==> src/shared/psio_consts.svh <==
// register offsets, field positions, reset values and opcode constants for the pointer-subtract decoder
// Functional notes
// RULE_01: The pointer-subtract opcode takes its 6-bit literal from its low bits off the pointer picked by its two-bit field (0, 1 or 2) and writes the result back there.
// RULE_02: Pointer-subtract changes no arithmetic flag, is one program word long and finishes in one instruction cycle.
// RULE_03: A pointer-select field of binary 11 turns the opcode into subtract-and-return, which always works on the frame pointer.
// RULE_04: Subtract-and-return takes the literal off the frame pointer, loads the program counter from the top of the return stack, and then spends a second cycle doing nothing.
// RULE_05: One enable switches on the extended set and indexed literal offset addressing together, so that neither is ever on alone.
// Here the enable gates only indexed addressing; pointer-subtract runs whatever its value.
// RULE_06: With the extended set off, a file operand is literal: an Access Bank location when the access bit is 0, or a location in the bank chosen by the bank select register when it is 1.
// RULE_07: With the extended set on and the access bit 0, a byte or bit instruction with a file operand of 5Fh or less reaches the frame pointer plus that operand.
// RULE_08: With the extended set on, a file operand above 5Fh keeps its plain literal meaning.
// RULE_09: A frame pointer of 00h makes indexed accesses land on the same low Access RAM locations as standard mode.
// RULE_10: In indexed mode the destination-select bit of byte instructions means what it means with the extended set off.
// RULE_11: In indexed mode a destination-select bit of 0 sends the result to the working register and 1 sends it to the indexed location.
// RULE_12: The enable for the extended set and indexed addressing resets to 0, leaving both off. Here pointer-subtract still runs with it at 0.
// RULE_13: The pointer subtraction runs over the whole pointer, carrying the borrow from the low byte into the high part.
`ifndef PSIO_CONSTS_SVH
`define PSIO_CONSTS_SVH

`define PSIO_OFS_CTRL       8'h00
`define PSIO_OFS_INSN       8'h04
`define PSIO_OFS_PTR0       8'h08
`define PSIO_OFS_PTR1       8'h0c
`define PSIO_OFS_PTR2       8'h10
`define PSIO_OFS_STACK_TOP  8'h14
`define PSIO_OFS_PC         8'h18
`define PSIO_OFS_BANK_SEL   8'h1c
`define PSIO_OFS_STATUS     8'h20
`define PSIO_OFS_EA         8'h24

`define PSIO_CTRL_EXT_BIT   0
`define PSIO_CTRL_RESET     1'h0
`define PSIO_ST_BUSY_BIT    8
`define PSIO_ST_RET_BIT     9
`define PSIO_EA_IDX_BIT     16
`define PSIO_EA_DESTW_BIT   17
`define PSIO_EA_VALID_BIT   18

`define PSIO_PTR_W          12
`define PSIO_PC_W           21
`define PSIO_FLAGS_W        5
`define PSIO_OP_SUBPTR      8'he9
`define PSIO_SEL_FRAME      2'h3
`define PSIO_FRAME_IDX      2'h2
`define PSIO_IDX_LIMIT      8'h5f
`define PSIO_SFR_PAGE       4'hf
`define PSIO_Q_LAST         2'h3

`endif

==> src/shared/psio_pkg.sv <==
// types and opcode decoding shared by the pointer-subtract decoder modules
package psio_pkg;

    typedef enum logic [1:0] {
        PSIO_IDLE,
        PSIO_WAIT,
        PSIO_EXEC,
        PSIO_NOP
    } psio_state_t;

    typedef struct packed {
        logic        cyc;
        logic        stb;
        logic        we;
        logic [7:0]  adr;
        logic [3:0]  sel;
        logic [31:0] dat;
    } psio_wb_req_t;

    typedef struct packed {
        logic        valid;
        logic        dest_w;
        logic        indexed;
        logic [11:0] addr;
    } psio_ea_t;

    // opcodes that carry an access bit and an 8-bit file operand
    function automatic logic psio_is_file_op(input logic [15:0] op);
        psio_is_file_op = ((op[15:12] >= 4'h1) && (op[15:12] <= 4'hb) && (op[15:12] != 4'h9 || op[15:8] != 8'h00))
                          || (op[15:9] == 7'h01) || (op[15:10] == 6'h01);
    endfunction

    // byte instructions whose bit 9 selects working register or file
    function automatic logic psio_has_dest(input logic [15:0] op);
        psio_has_dest = ((op[15:12] >= 4'h1) && (op[15:12] <= 4'h5)) || (op[15:10] == 6'h01);
    endfunction

endpackage

==> src/rtl/psio_addr_map.sv <==
// resolves the data address of a byte or bit instruction's file operand
`timescale 1ns/100ps
`include "psio_consts.svh"
module psio_addr_map (
    input  wire logic [15:0]          opcode_i,
    input  wire logic                 ext_en_i,
    input  wire logic [3:0]           bank_sel_i,
    input  wire logic [11:0]          frame_ptr_i,
    output psio_pkg::psio_ea_t        ea_o
);
    logic       access_bit;
    logic [7:0] operand;

    assign access_bit = opcode_i[8];
    assign operand    = opcode_i[7:0];

    always_comb begin
        ea_o         = '0;
        ea_o.valid   = psio_pkg::psio_is_file_op(opcode_i);
        // destination bit behaves identically in both modes
        ea_o.dest_w  = psio_pkg::psio_has_dest(opcode_i) & ~opcode_i[9]; // see RULE_10 see RULE_11
        if (ext_en_i && !access_bit && operand <= `PSIO_IDX_LIMIT) begin
            // a zero frame pointer yields the plain low access ram address
            ea_o.addr    = frame_ptr_i + {4'h0, operand}; // see RULE_07 see RULE_09
            ea_o.indexed = 1'b1;
        end else if (!access_bit) begin
            // upper operands stay literal even with the extended set on
            if (operand <= `PSIO_IDX_LIMIT) begin
                ea_o.addr = {4'h0, operand}; // see RULE_06 see RULE_08
            end else begin
                ea_o.addr = {`PSIO_SFR_PAGE, operand}; // see RULE_06 see RULE_08
            end
        end else begin
            ea_o.addr = {bank_sel_i, operand}; // see RULE_06
        end
    end
endmodule

==> src/rtl/psio_top.sv <==
// pointer-subtract, subtract-and-return and indexed offset decode with a classic wishbone register slave
//
// The register offsets and register access over Wishbone are this design's own decisions.
`timescale 1ns/100ps
`include "psio_consts.svh"
module psio_top (
    input  wire logic        clk_i,
    input  wire logic        rst_i,
    input  wire logic        wb_cyc_i,
    input  wire logic        wb_stb_i,
    input  wire logic        wb_we_i,
    input  wire logic [7:0]  wb_adr_i,
    input  wire logic [3:0]  wb_sel_i,
    input  wire logic [31:0] wb_dat_i,
    output logic      [31:0] wb_dat_o,
    output logic             wb_ack_o,
    output logic             busy_o,
    output logic             ext_en_o,
    output logic      [20:0] pc_o,
    output logic      [11:0] ea_addr_o,
    output logic             ea_valid_o
);
    psio_pkg::psio_wb_req_t req;
    psio_pkg::psio_state_t  state_reg;
    psio_pkg::psio_state_t  state_next;
    psio_pkg::psio_ea_t     ea_comb;
    psio_pkg::psio_ea_t     ea_reg;

    logic [1:0]               q_reg;
    logic                     q4;
    logic                     ext_en_reg;
    logic [15:0]              insn_reg;
    logic [`PSIO_PTR_W-1:0]   ptr_reg [3];
    logic [`PSIO_PC_W-1:0]    stack_top_reg;
    logic [`PSIO_PC_W-1:0]    pc_reg;
    logic [3:0]               bank_sel_reg;
    logic [`PSIO_FLAGS_W-1:0] flags_reg;
    logic                     ret_reg;
    logic                     ack_reg;
    logic [31:0]              rdat_reg;
    logic [31:0]              rdat_next;
    logic                     wr_en;
    logic                     rd_en;
    logic                     start;

    logic                     is_subptr;
    logic [1:0]               sel_field;
    logic [1:0]               tgt_idx;
    logic [5:0]               lit;
    logic [`PSIO_PTR_W-1:0]   sub_result;
    logic [7:0]               lo_diff;
    logic                     lo_borrow;

    // byte-lane merge for partial wishbone writes
    function automatic logic [31:0] wb_merge(input logic [31:0] old, input logic [31:0] wd, input logic [3:0] sel);
        logic [31:0] res;
        res = old;
        for (int b = 0; b < 4; b++) begin
            if (sel[b]) begin
                res[b*8 +: 8] = wd[b*8 +: 8];
            end
        end
        wb_merge = res;
    endfunction

    function automatic logic wr_hit(input psio_pkg::psio_wb_req_t r, input logic en, input logic [7:0] ofs);
        wr_hit = en && (r.adr[7:2] == ofs[7:2]);
    endfunction

    assign req.cyc = wb_cyc_i;
    assign req.stb = wb_stb_i;
    assign req.we  = wb_we_i;
    assign req.adr = wb_adr_i;
    assign req.sel = wb_sel_i;
    assign req.dat = wb_dat_i;

    // one access per request; ack drops the cycle after it rises
    assign wr_en = req.cyc & req.stb & req.we & ~ack_reg;
    assign rd_en = req.cyc & req.stb & ~req.we & ~ack_reg;

    // an opcode written while one is in flight is dropped
    assign start = wr_hit(req, wr_en, `PSIO_OFS_INSN) && state_reg == psio_pkg::PSIO_IDLE;

    assign q4 = (q_reg == `PSIO_Q_LAST);

    // opcode fields of the held instruction
    assign is_subptr = (insn_reg[15:8] == `PSIO_OP_SUBPTR); // see RULE_01
    assign sel_field = insn_reg[7:6];
    assign lit       = insn_reg[5:0];
    // select 11 always lands on the frame pointer
    assign tgt_idx   = (sel_field == `PSIO_SEL_FRAME) ? `PSIO_FRAME_IDX : sel_field; // see RULE_03

    // borrow ripples from the low byte into the high nibble
    assign {lo_borrow, lo_diff} = {1'b0, ptr_reg[tgt_idx][7:0]} - {3'h0, lit}; // see RULE_13
    assign sub_result = {ptr_reg[tgt_idx][11:8] - {3'h0, lo_borrow}, lo_diff}; // see RULE_13 see RULE_01

    psio_addr_map u_addr_map (
        .opcode_i    (insn_reg),
        .ext_en_i    (ext_en_reg), // see RULE_05
        .bank_sel_i  (bank_sel_reg),
        .frame_ptr_i (ptr_reg[`PSIO_FRAME_IDX]),
        .ea_o        (ea_comb)
    );

    // free-running q phase, four clocks per instruction cycle
    always_ff @(posedge clk_i) begin
        if (rst_i) begin
            q_reg <= 2'h0;
        end else begin
            q_reg <= q_reg + 2'h1;
        end
    end

    always_comb begin
        state_next = state_reg;
        case (state_reg)
            psio_pkg::PSIO_IDLE: begin
                if (start) begin
                    state_next = psio_pkg::PSIO_WAIT;
                end
            end
            psio_pkg::PSIO_WAIT: begin
                // execution aligns to the next instruction cycle
                if (q4) begin
                    state_next = psio_pkg::PSIO_EXEC;
                end
            end
            psio_pkg::PSIO_EXEC: begin
                if (q4) begin
                    if (is_subptr && sel_field == `PSIO_SEL_FRAME) begin
                        state_next = psio_pkg::PSIO_NOP; // see RULE_04
                    end else begin
                        state_next = psio_pkg::PSIO_IDLE; // see RULE_02
                    end
                end
            end
            psio_pkg::PSIO_NOP: begin
                // second cycle of subtract-and-return does nothing
                if (q4) begin
                    state_next = psio_pkg::PSIO_IDLE; // see RULE_04
                end
            end
            default: begin
                state_next = psio_pkg::PSIO_IDLE;
            end
        endcase
    end

    always_ff @(posedge clk_i) begin
        if (rst_i) begin
            state_reg <= psio_pkg::PSIO_IDLE;
        end else begin
            state_reg <= state_next;
        end
    end

    always_ff @(posedge clk_i) begin
        if (rst_i) begin
            insn_reg <= 16'h0000;
        end else if (start) begin
            insn_reg <= 16'(wb_merge({16'h0000, insn_reg}, req.dat, req.sel));
        end
    end

    // one bit enables indexed addressing; the pointer-subtract opcodes run whatever its value
    always_ff @(posedge clk_i) begin
        if (rst_i) begin
            ext_en_reg <= `PSIO_CTRL_RESET; // see RULE_12
        end else if (wr_hit(req, wr_en, `PSIO_OFS_CTRL) && req.sel[0]) begin
            ext_en_reg <= req.dat[`PSIO_CTRL_EXT_BIT]; // see RULE_05
        end
    end

    // pointer writeback at q4 of the execute cycle beats a software write
    for (genvar gi = 0; gi < 3; gi++) begin : g_ptr
        always_ff @(posedge clk_i) begin
            if (rst_i) begin
                ptr_reg[gi] <= '0;
            end else if (state_reg == psio_pkg::PSIO_EXEC && q4 && is_subptr && tgt_idx == 2'(gi)) begin
                ptr_reg[gi] <= sub_result; // see RULE_01 see RULE_03 see RULE_04
            end else if (wr_hit(req, wr_en, `PSIO_OFS_PTR0 + 8'(gi * 4))) begin
                ptr_reg[gi] <= (`PSIO_PTR_W)'(wb_merge({20'h00000, ptr_reg[gi]}, req.dat, req.sel));
            end
        end
    end

    always_ff @(posedge clk_i) begin
        if (rst_i) begin
            stack_top_reg <= '0;
        end else if (wr_hit(req, wr_en, `PSIO_OFS_STACK_TOP)) begin
            stack_top_reg <= (`PSIO_PC_W)'(wb_merge({11'h000, stack_top_reg}, req.dat, req.sel));
        end
    end

    // return loads the program counter from the stack top
    always_ff @(posedge clk_i) begin
        if (rst_i) begin
            pc_reg <= '0;
        end else if (state_reg == psio_pkg::PSIO_EXEC && q4 && is_subptr && sel_field == `PSIO_SEL_FRAME) begin
            pc_reg <= stack_top_reg; // see RULE_04
        end else if (wr_hit(req, wr_en, `PSIO_OFS_PC)) begin
            pc_reg <= (`PSIO_PC_W)'(wb_merge({11'h000, pc_reg}, req.dat, req.sel));
        end
    end

    always_ff @(posedge clk_i) begin
        if (rst_i) begin
            ret_reg <= 1'b0;
        end else if (state_reg == psio_pkg::PSIO_EXEC && q4) begin
            ret_reg <= is_subptr && sel_field == `PSIO_SEL_FRAME;
        end
    end

    always_ff @(posedge clk_i) begin
        if (rst_i) begin
            bank_sel_reg <= 4'h0;
        end else if (wr_hit(req, wr_en, `PSIO_OFS_BANK_SEL) && req.sel[0]) begin
            bank_sel_reg <= req.dat[3:0];
        end
    end

    // arithmetic flags are only ever changed by software here
    always_ff @(posedge clk_i) begin
        if (rst_i) begin
            flags_reg <= '0;
        end else if (wr_hit(req, wr_en, `PSIO_OFS_STATUS) && req.sel[0]) begin
            flags_reg <= req.dat[`PSIO_FLAGS_W-1:0]; // see RULE_02
        end
    end

    // resolved operand address, captured at q4 of the execute cycle
    always_ff @(posedge clk_i) begin
        if (rst_i) begin
            ea_reg <= '0;
        end else if (state_reg == psio_pkg::PSIO_EXEC && q4) begin
            ea_reg <= ea_comb; // see RULE_07 see RULE_10
        end
    end

    always_comb begin
        rdat_next = 32'h0000_0000;
        case ({req.adr[7:2], 2'h0})
            `PSIO_OFS_CTRL: begin
                rdat_next[`PSIO_CTRL_EXT_BIT] = ext_en_reg;
            end
            `PSIO_OFS_INSN: begin
                rdat_next[15:0] = insn_reg;
            end
            `PSIO_OFS_PTR0: begin
                rdat_next[`PSIO_PTR_W-1:0] = ptr_reg[0];
            end
            `PSIO_OFS_PTR1: begin
                rdat_next[`PSIO_PTR_W-1:0] = ptr_reg[1];
            end
            `PSIO_OFS_PTR2: begin
                rdat_next[`PSIO_PTR_W-1:0] = ptr_reg[2];
            end
            `PSIO_OFS_STACK_TOP: begin
                rdat_next[`PSIO_PC_W-1:0] = stack_top_reg;
            end
            `PSIO_OFS_PC: begin
                rdat_next[`PSIO_PC_W-1:0] = pc_reg;
            end
            `PSIO_OFS_BANK_SEL: begin
                rdat_next[3:0] = bank_sel_reg;
            end
            `PSIO_OFS_STATUS: begin
                rdat_next[`PSIO_FLAGS_W-1:0]  = flags_reg;
                rdat_next[`PSIO_ST_BUSY_BIT]  = (state_reg != psio_pkg::PSIO_IDLE);
                rdat_next[`PSIO_ST_RET_BIT]   = ret_reg;
            end
            `PSIO_OFS_EA: begin
                rdat_next[11:0]               = ea_reg.addr;
                rdat_next[`PSIO_EA_IDX_BIT]   = ea_reg.indexed;
                rdat_next[`PSIO_EA_DESTW_BIT] = ea_reg.dest_w;
                rdat_next[`PSIO_EA_VALID_BIT] = ea_reg.valid;
            end
            default: begin
                // unmapped words read as zero and still acknowledge
                rdat_next = 32'h0000_0000;
            end
        endcase
    end

    always_ff @(posedge clk_i) begin
        if (rst_i) begin
            ack_reg <= 1'b0;
        end else begin
            ack_reg <= wr_en | rd_en;
        end
    end

    always_ff @(posedge clk_i) begin
        if (rst_i) begin
            rdat_reg <= 32'h0000_0000;
        end else if (rd_en) begin
            rdat_reg <= rdat_next;
        end
    end

    assign wb_ack_o   = ack_reg;
    assign wb_dat_o   = rdat_reg;
    assign ext_en_o   = ext_en_reg;
    assign pc_o       = pc_reg;
    assign ea_addr_o  = ea_reg.addr;
    assign ea_valid_o = ea_reg.valid;

    // busy mirrors the state register through a flip-flop of its own
    always_ff @(posedge clk_i) begin
        if (rst_i) begin
            busy_o <= 1'b0;
        end else begin
            busy_o <= (state_next != psio_pkg::PSIO_IDLE);
        end
    end
endmodule

==> config.mk <==
export PLATFORM = sky130hd
export DESIGN_NAME = psio_top
export DESIGN_NICKNAME = d
export VERILOG_FILES = /design/src/shared/psio_pkg.sv /design/src/rtl/psio_addr_map.sv /design/src/rtl/psio_top.sv
export VERILOG_INCLUDE_DIRS = /design/src /design/src/shared
export SDC_FILE = /design/constraint.sdc
export NUM_CORES = 1
export LEC_CHECK = 0
export ABC_AREA = 1
export BUFFER_PORTS_ARGS = -buffer_cell sky130_fd_sc_hd__buf_2
export CORE_ASPECT_RATIO = 0.75
export CORE_MARGIN = 1
export CORE_UTILIZATION = 35
export DETAILED_ROUTE_END_ITERATION = 10
export SLEW_MARGIN = 20
export SYNTH_ARGS = -nofsm -noshare
export SYNTH_HDL_FRONTEND = slang
export SYNTH_HIERARCHICAL = 1
export SYNTH_SLANG_ARGS = --single-unit
export TNS_END_PERCENT = 20
==> constraint.sdc <==
create_clock -name clk_i -period 4.5 [get_ports clk_i]
set_clock_uncertainty 0.2 [all_clocks]
set_input_delay 0.45 -clock clk_i [delete_from_list [all_inputs] [get_ports clk_i]]
set_output_delay 0.45 -clock clk_i [all_outputs]
set_load 0.02 [all_outputs]
==> out/metrics.csv <==
metric,value,unit
layout cells sized above 1,15.2,%
Die H,137,µm
Internal Power,2.30,mW
Routed WL per cell,18.3,µm
CTS Sinks,147,
DIE WIDTH,182,µm
io pins,118,
number of synthesized flops with an enable pin,36,
final core utilization,40.8,%
row count,49,
TritonCTS clock tree,yes,
worst setup margin,0.622,ns
Clock Pin Slew Worst Setup and Hold Paths,0.06,ns
post-CTS sizing,0,
worst skew pair latency,0.45,ns
I/O Buffers,92,
Synth Warn #,6,
top-count cell post-synth,nand2_1,
Detail Placement HPWL,21.8,mm
number of global-route vias before repair,7721,
adder-cell share of the synthesized area,2.96,%
synthesized area,8550,µm²
max-cap viol count,0,
DR iter-0 viols,960,
P_leak,4.34,nW
total grt overflow,0,
Tmin final,3.88,ns
sequential share of power,45.5,%
Routed Antenna Nets,0,
Crit Path Max Fanout,14,
sw power,0.740,mW
post-synthesis xor/xnor area fraction,1.23,%
pre-CTS WS,0.780,ns
Tightest Hold Check Type,in2reg,
outcome,"complete, no violations",
Synth cell types,49,
Post-synth top flop,dfxtp_1,
post-synth top area share,26.0,%
First-pass DRT Iterations,5,
fill count,2480,
post-route cell area,9790,µm²
worst path arrival time,3.83,ns
Commonest cells post-synth,"345 x nand2_1, 112 x nor2_1, 111 x dfxtp_1",
Root Buffer,clkbuf_16,
leading area contributor after synthesis,dfxtp_1,
H-tree depth,4,
Vias/cell,5.30,
largest net degree at the start of global routing,64,
Core Footprint,24000,µm²
max reg flops,36,
Clock Power Share,48.2,%
Syn Inst Count,1220,
CTS Hold Bufs,0,
Worst Setup Path Type,reg2reg,
Post-DP Area,9190,µm²
switching share of power,24.4,%
worst path required time,4.45,ns
initial antenna violation count,0,
nets@finish,1358,
ANT cells,0,
Yosys reg bits,147,
unrepaired setup endpoints after global routing,no,
Synth Area in Compound Gates,15.3,%
Synth async-reset ratio,0,%
Multi-input gate area,4440,µm²
Setup TNS Final,0,ns
CP Launch Type,register,
worst relative slew slack,46.3,%
# DRC,0,
mux contribution to synthesized area,0,%
initial core utilization,35.6,%
CTS buffer count,17,
fmax,258,MHz
final period utilization,86.2,%
Power Total,3.04,mW
Seq. cell area,3300,µm²
wire length of the first global-routing pass,45.1,mm
power density over the cells,310,nW/µm²
Via Count,8651,
GRT Resource Usage Total,24.1,%
Crit. End Element,register,
Final setup viols,0,
GP Congestion,0.919,
largest family of logic cells by synthesized area,simple AND/OR/NAND/NOR gates,
VDD IR-drop max,0.263,mV
Area contributors post-synth,"dfxtp_1 26%, nand2_1 15%, edfxtp_1 13%",
buffers inserted by post-CTS timing repair,0,
Final Hold Viols,0,
DRT Wirelength,29.9,mm
syn avg cell area,7.00,µm²
die area,25100,µm²
Simple-Gate Fraction of Synth Area,31.9,%
Syn-to-layout area delta,14.5,%
Max Root-Sink Buffers,2,
Max Transition Viols Final,0,
Worst-Margin Slew,0.800,ns
register area share after synthesis,38.7,%
Logic pwr share,6.4,%
## worst max-delay path, cell delays in order, from the launching register on
cell and delay, ns:
dfxtp_1 0.72, nor2_2 0.22, inv_1 0.29, o221a_2 0.27, inv_1 0.06, fa_1 0.42, inv_1 0.10, nand4_1 0.10
o211ai_1 0.19, nor3_1 0.14, ha_1 0.22, ha_1 0.19, xnor2_1 0.30, o22ai_1 0.16
## power groups by stage
stage               Sequential [mW]  Clock [mW]  Combinational [mW]
floorplan                      1.40           0               0.126
finish                         1.38        1.46               0.194
global route                   1.38        1.54               0.211
detailed placement             1.41           0               0.190
global placement               1.41           0               0.189
CTS                            1.38        1.48               0.191
## area by class of cell
type | instances | area share [%]
sequential | 147 | 33.8
timing repair buffer | 107 | 5.86
clock buffer | 24 | 5.46
multi-input combinational | 895 | 45.3
tap | 331 | 4.23
clock inverter | 6 | 0.665
inverter | 122 | 4.72
## logic make-up after synthesis
family	Yosys count
buffers and inverters	188
DFF	147
and+or+nand+nor	614
adders and majority gates	19
AOI/OAI and AO/OA	239
xor gates and xnor gates	12
other	1
## path summary, 6_finish.rpt
kind,from,to,slack (ns),cells past startpoint
min reg2reg,q_reg[0]$_SDFF_PP0_,q_reg[0]$_SDFF_PP0_,0.23,1
min,wb_dat_i[15],insn_reg[15]$_SDFFE_PP0P_,0.09,3
max,insn_reg[7]$_SDFFE_PP0P_,ptr_reg[2][10]$_SDFFCE_PN0P_,0.62,13
max reg2reg,insn_reg[7]$_SDFFE_PP0P_,ptr_reg[2][10]$_SDFFCE_PN0P_,0.62,13
## routing by layer
| metal | share of wire (%) | vias to the layer above | global-route usage [%] |
|---|---|---|---|
| li1 | - | 4148 | - |
| met1 | 46 | 4044 | 35.1 |
| met2 | 43 | 413 | 35.4 |
| met3 | 9.4 | 46 | 5.00 |
| met4 | 2.0 | 0 | 7.70 |
| met5 | 0 | - | 0 |
## cell usage in the layout, fill, tap and decap left out, types with 6 or more instances in the layout
cell type  instances
nand2_1          345
o211ai_1           8
nor3_1             6
xnor2_1            8
o22ai_1           25
nand4_1           40
nand3_1           70
a21oi_1          102
buf_2             92
nor2_4             8
nand2_2            6
clkbuf_16         19
o21ai_1           24
inv_1            102
conb_1            11
edfxtp_1          36
dfxtp_1          111
ha_1              17
o21ai_0           64
nor2_2            12
inv_2             16
buf_4             15
nor2_1           112
## through the flow
| stage | std cells | hold WS (ns) |
|---|---|---|
| after CTS | 1632 | 0.0851 |
| final | 1632 | 0.0904 |
| after floorplan | 1230 | 0.199 |
| after detailed placement | 1602 | 0.211 |
| after global placement | 1602 | 0.212 |
| after global routing | 1632 | 0.126 |
Note: power is estimated with default switching activity, not from simulation.
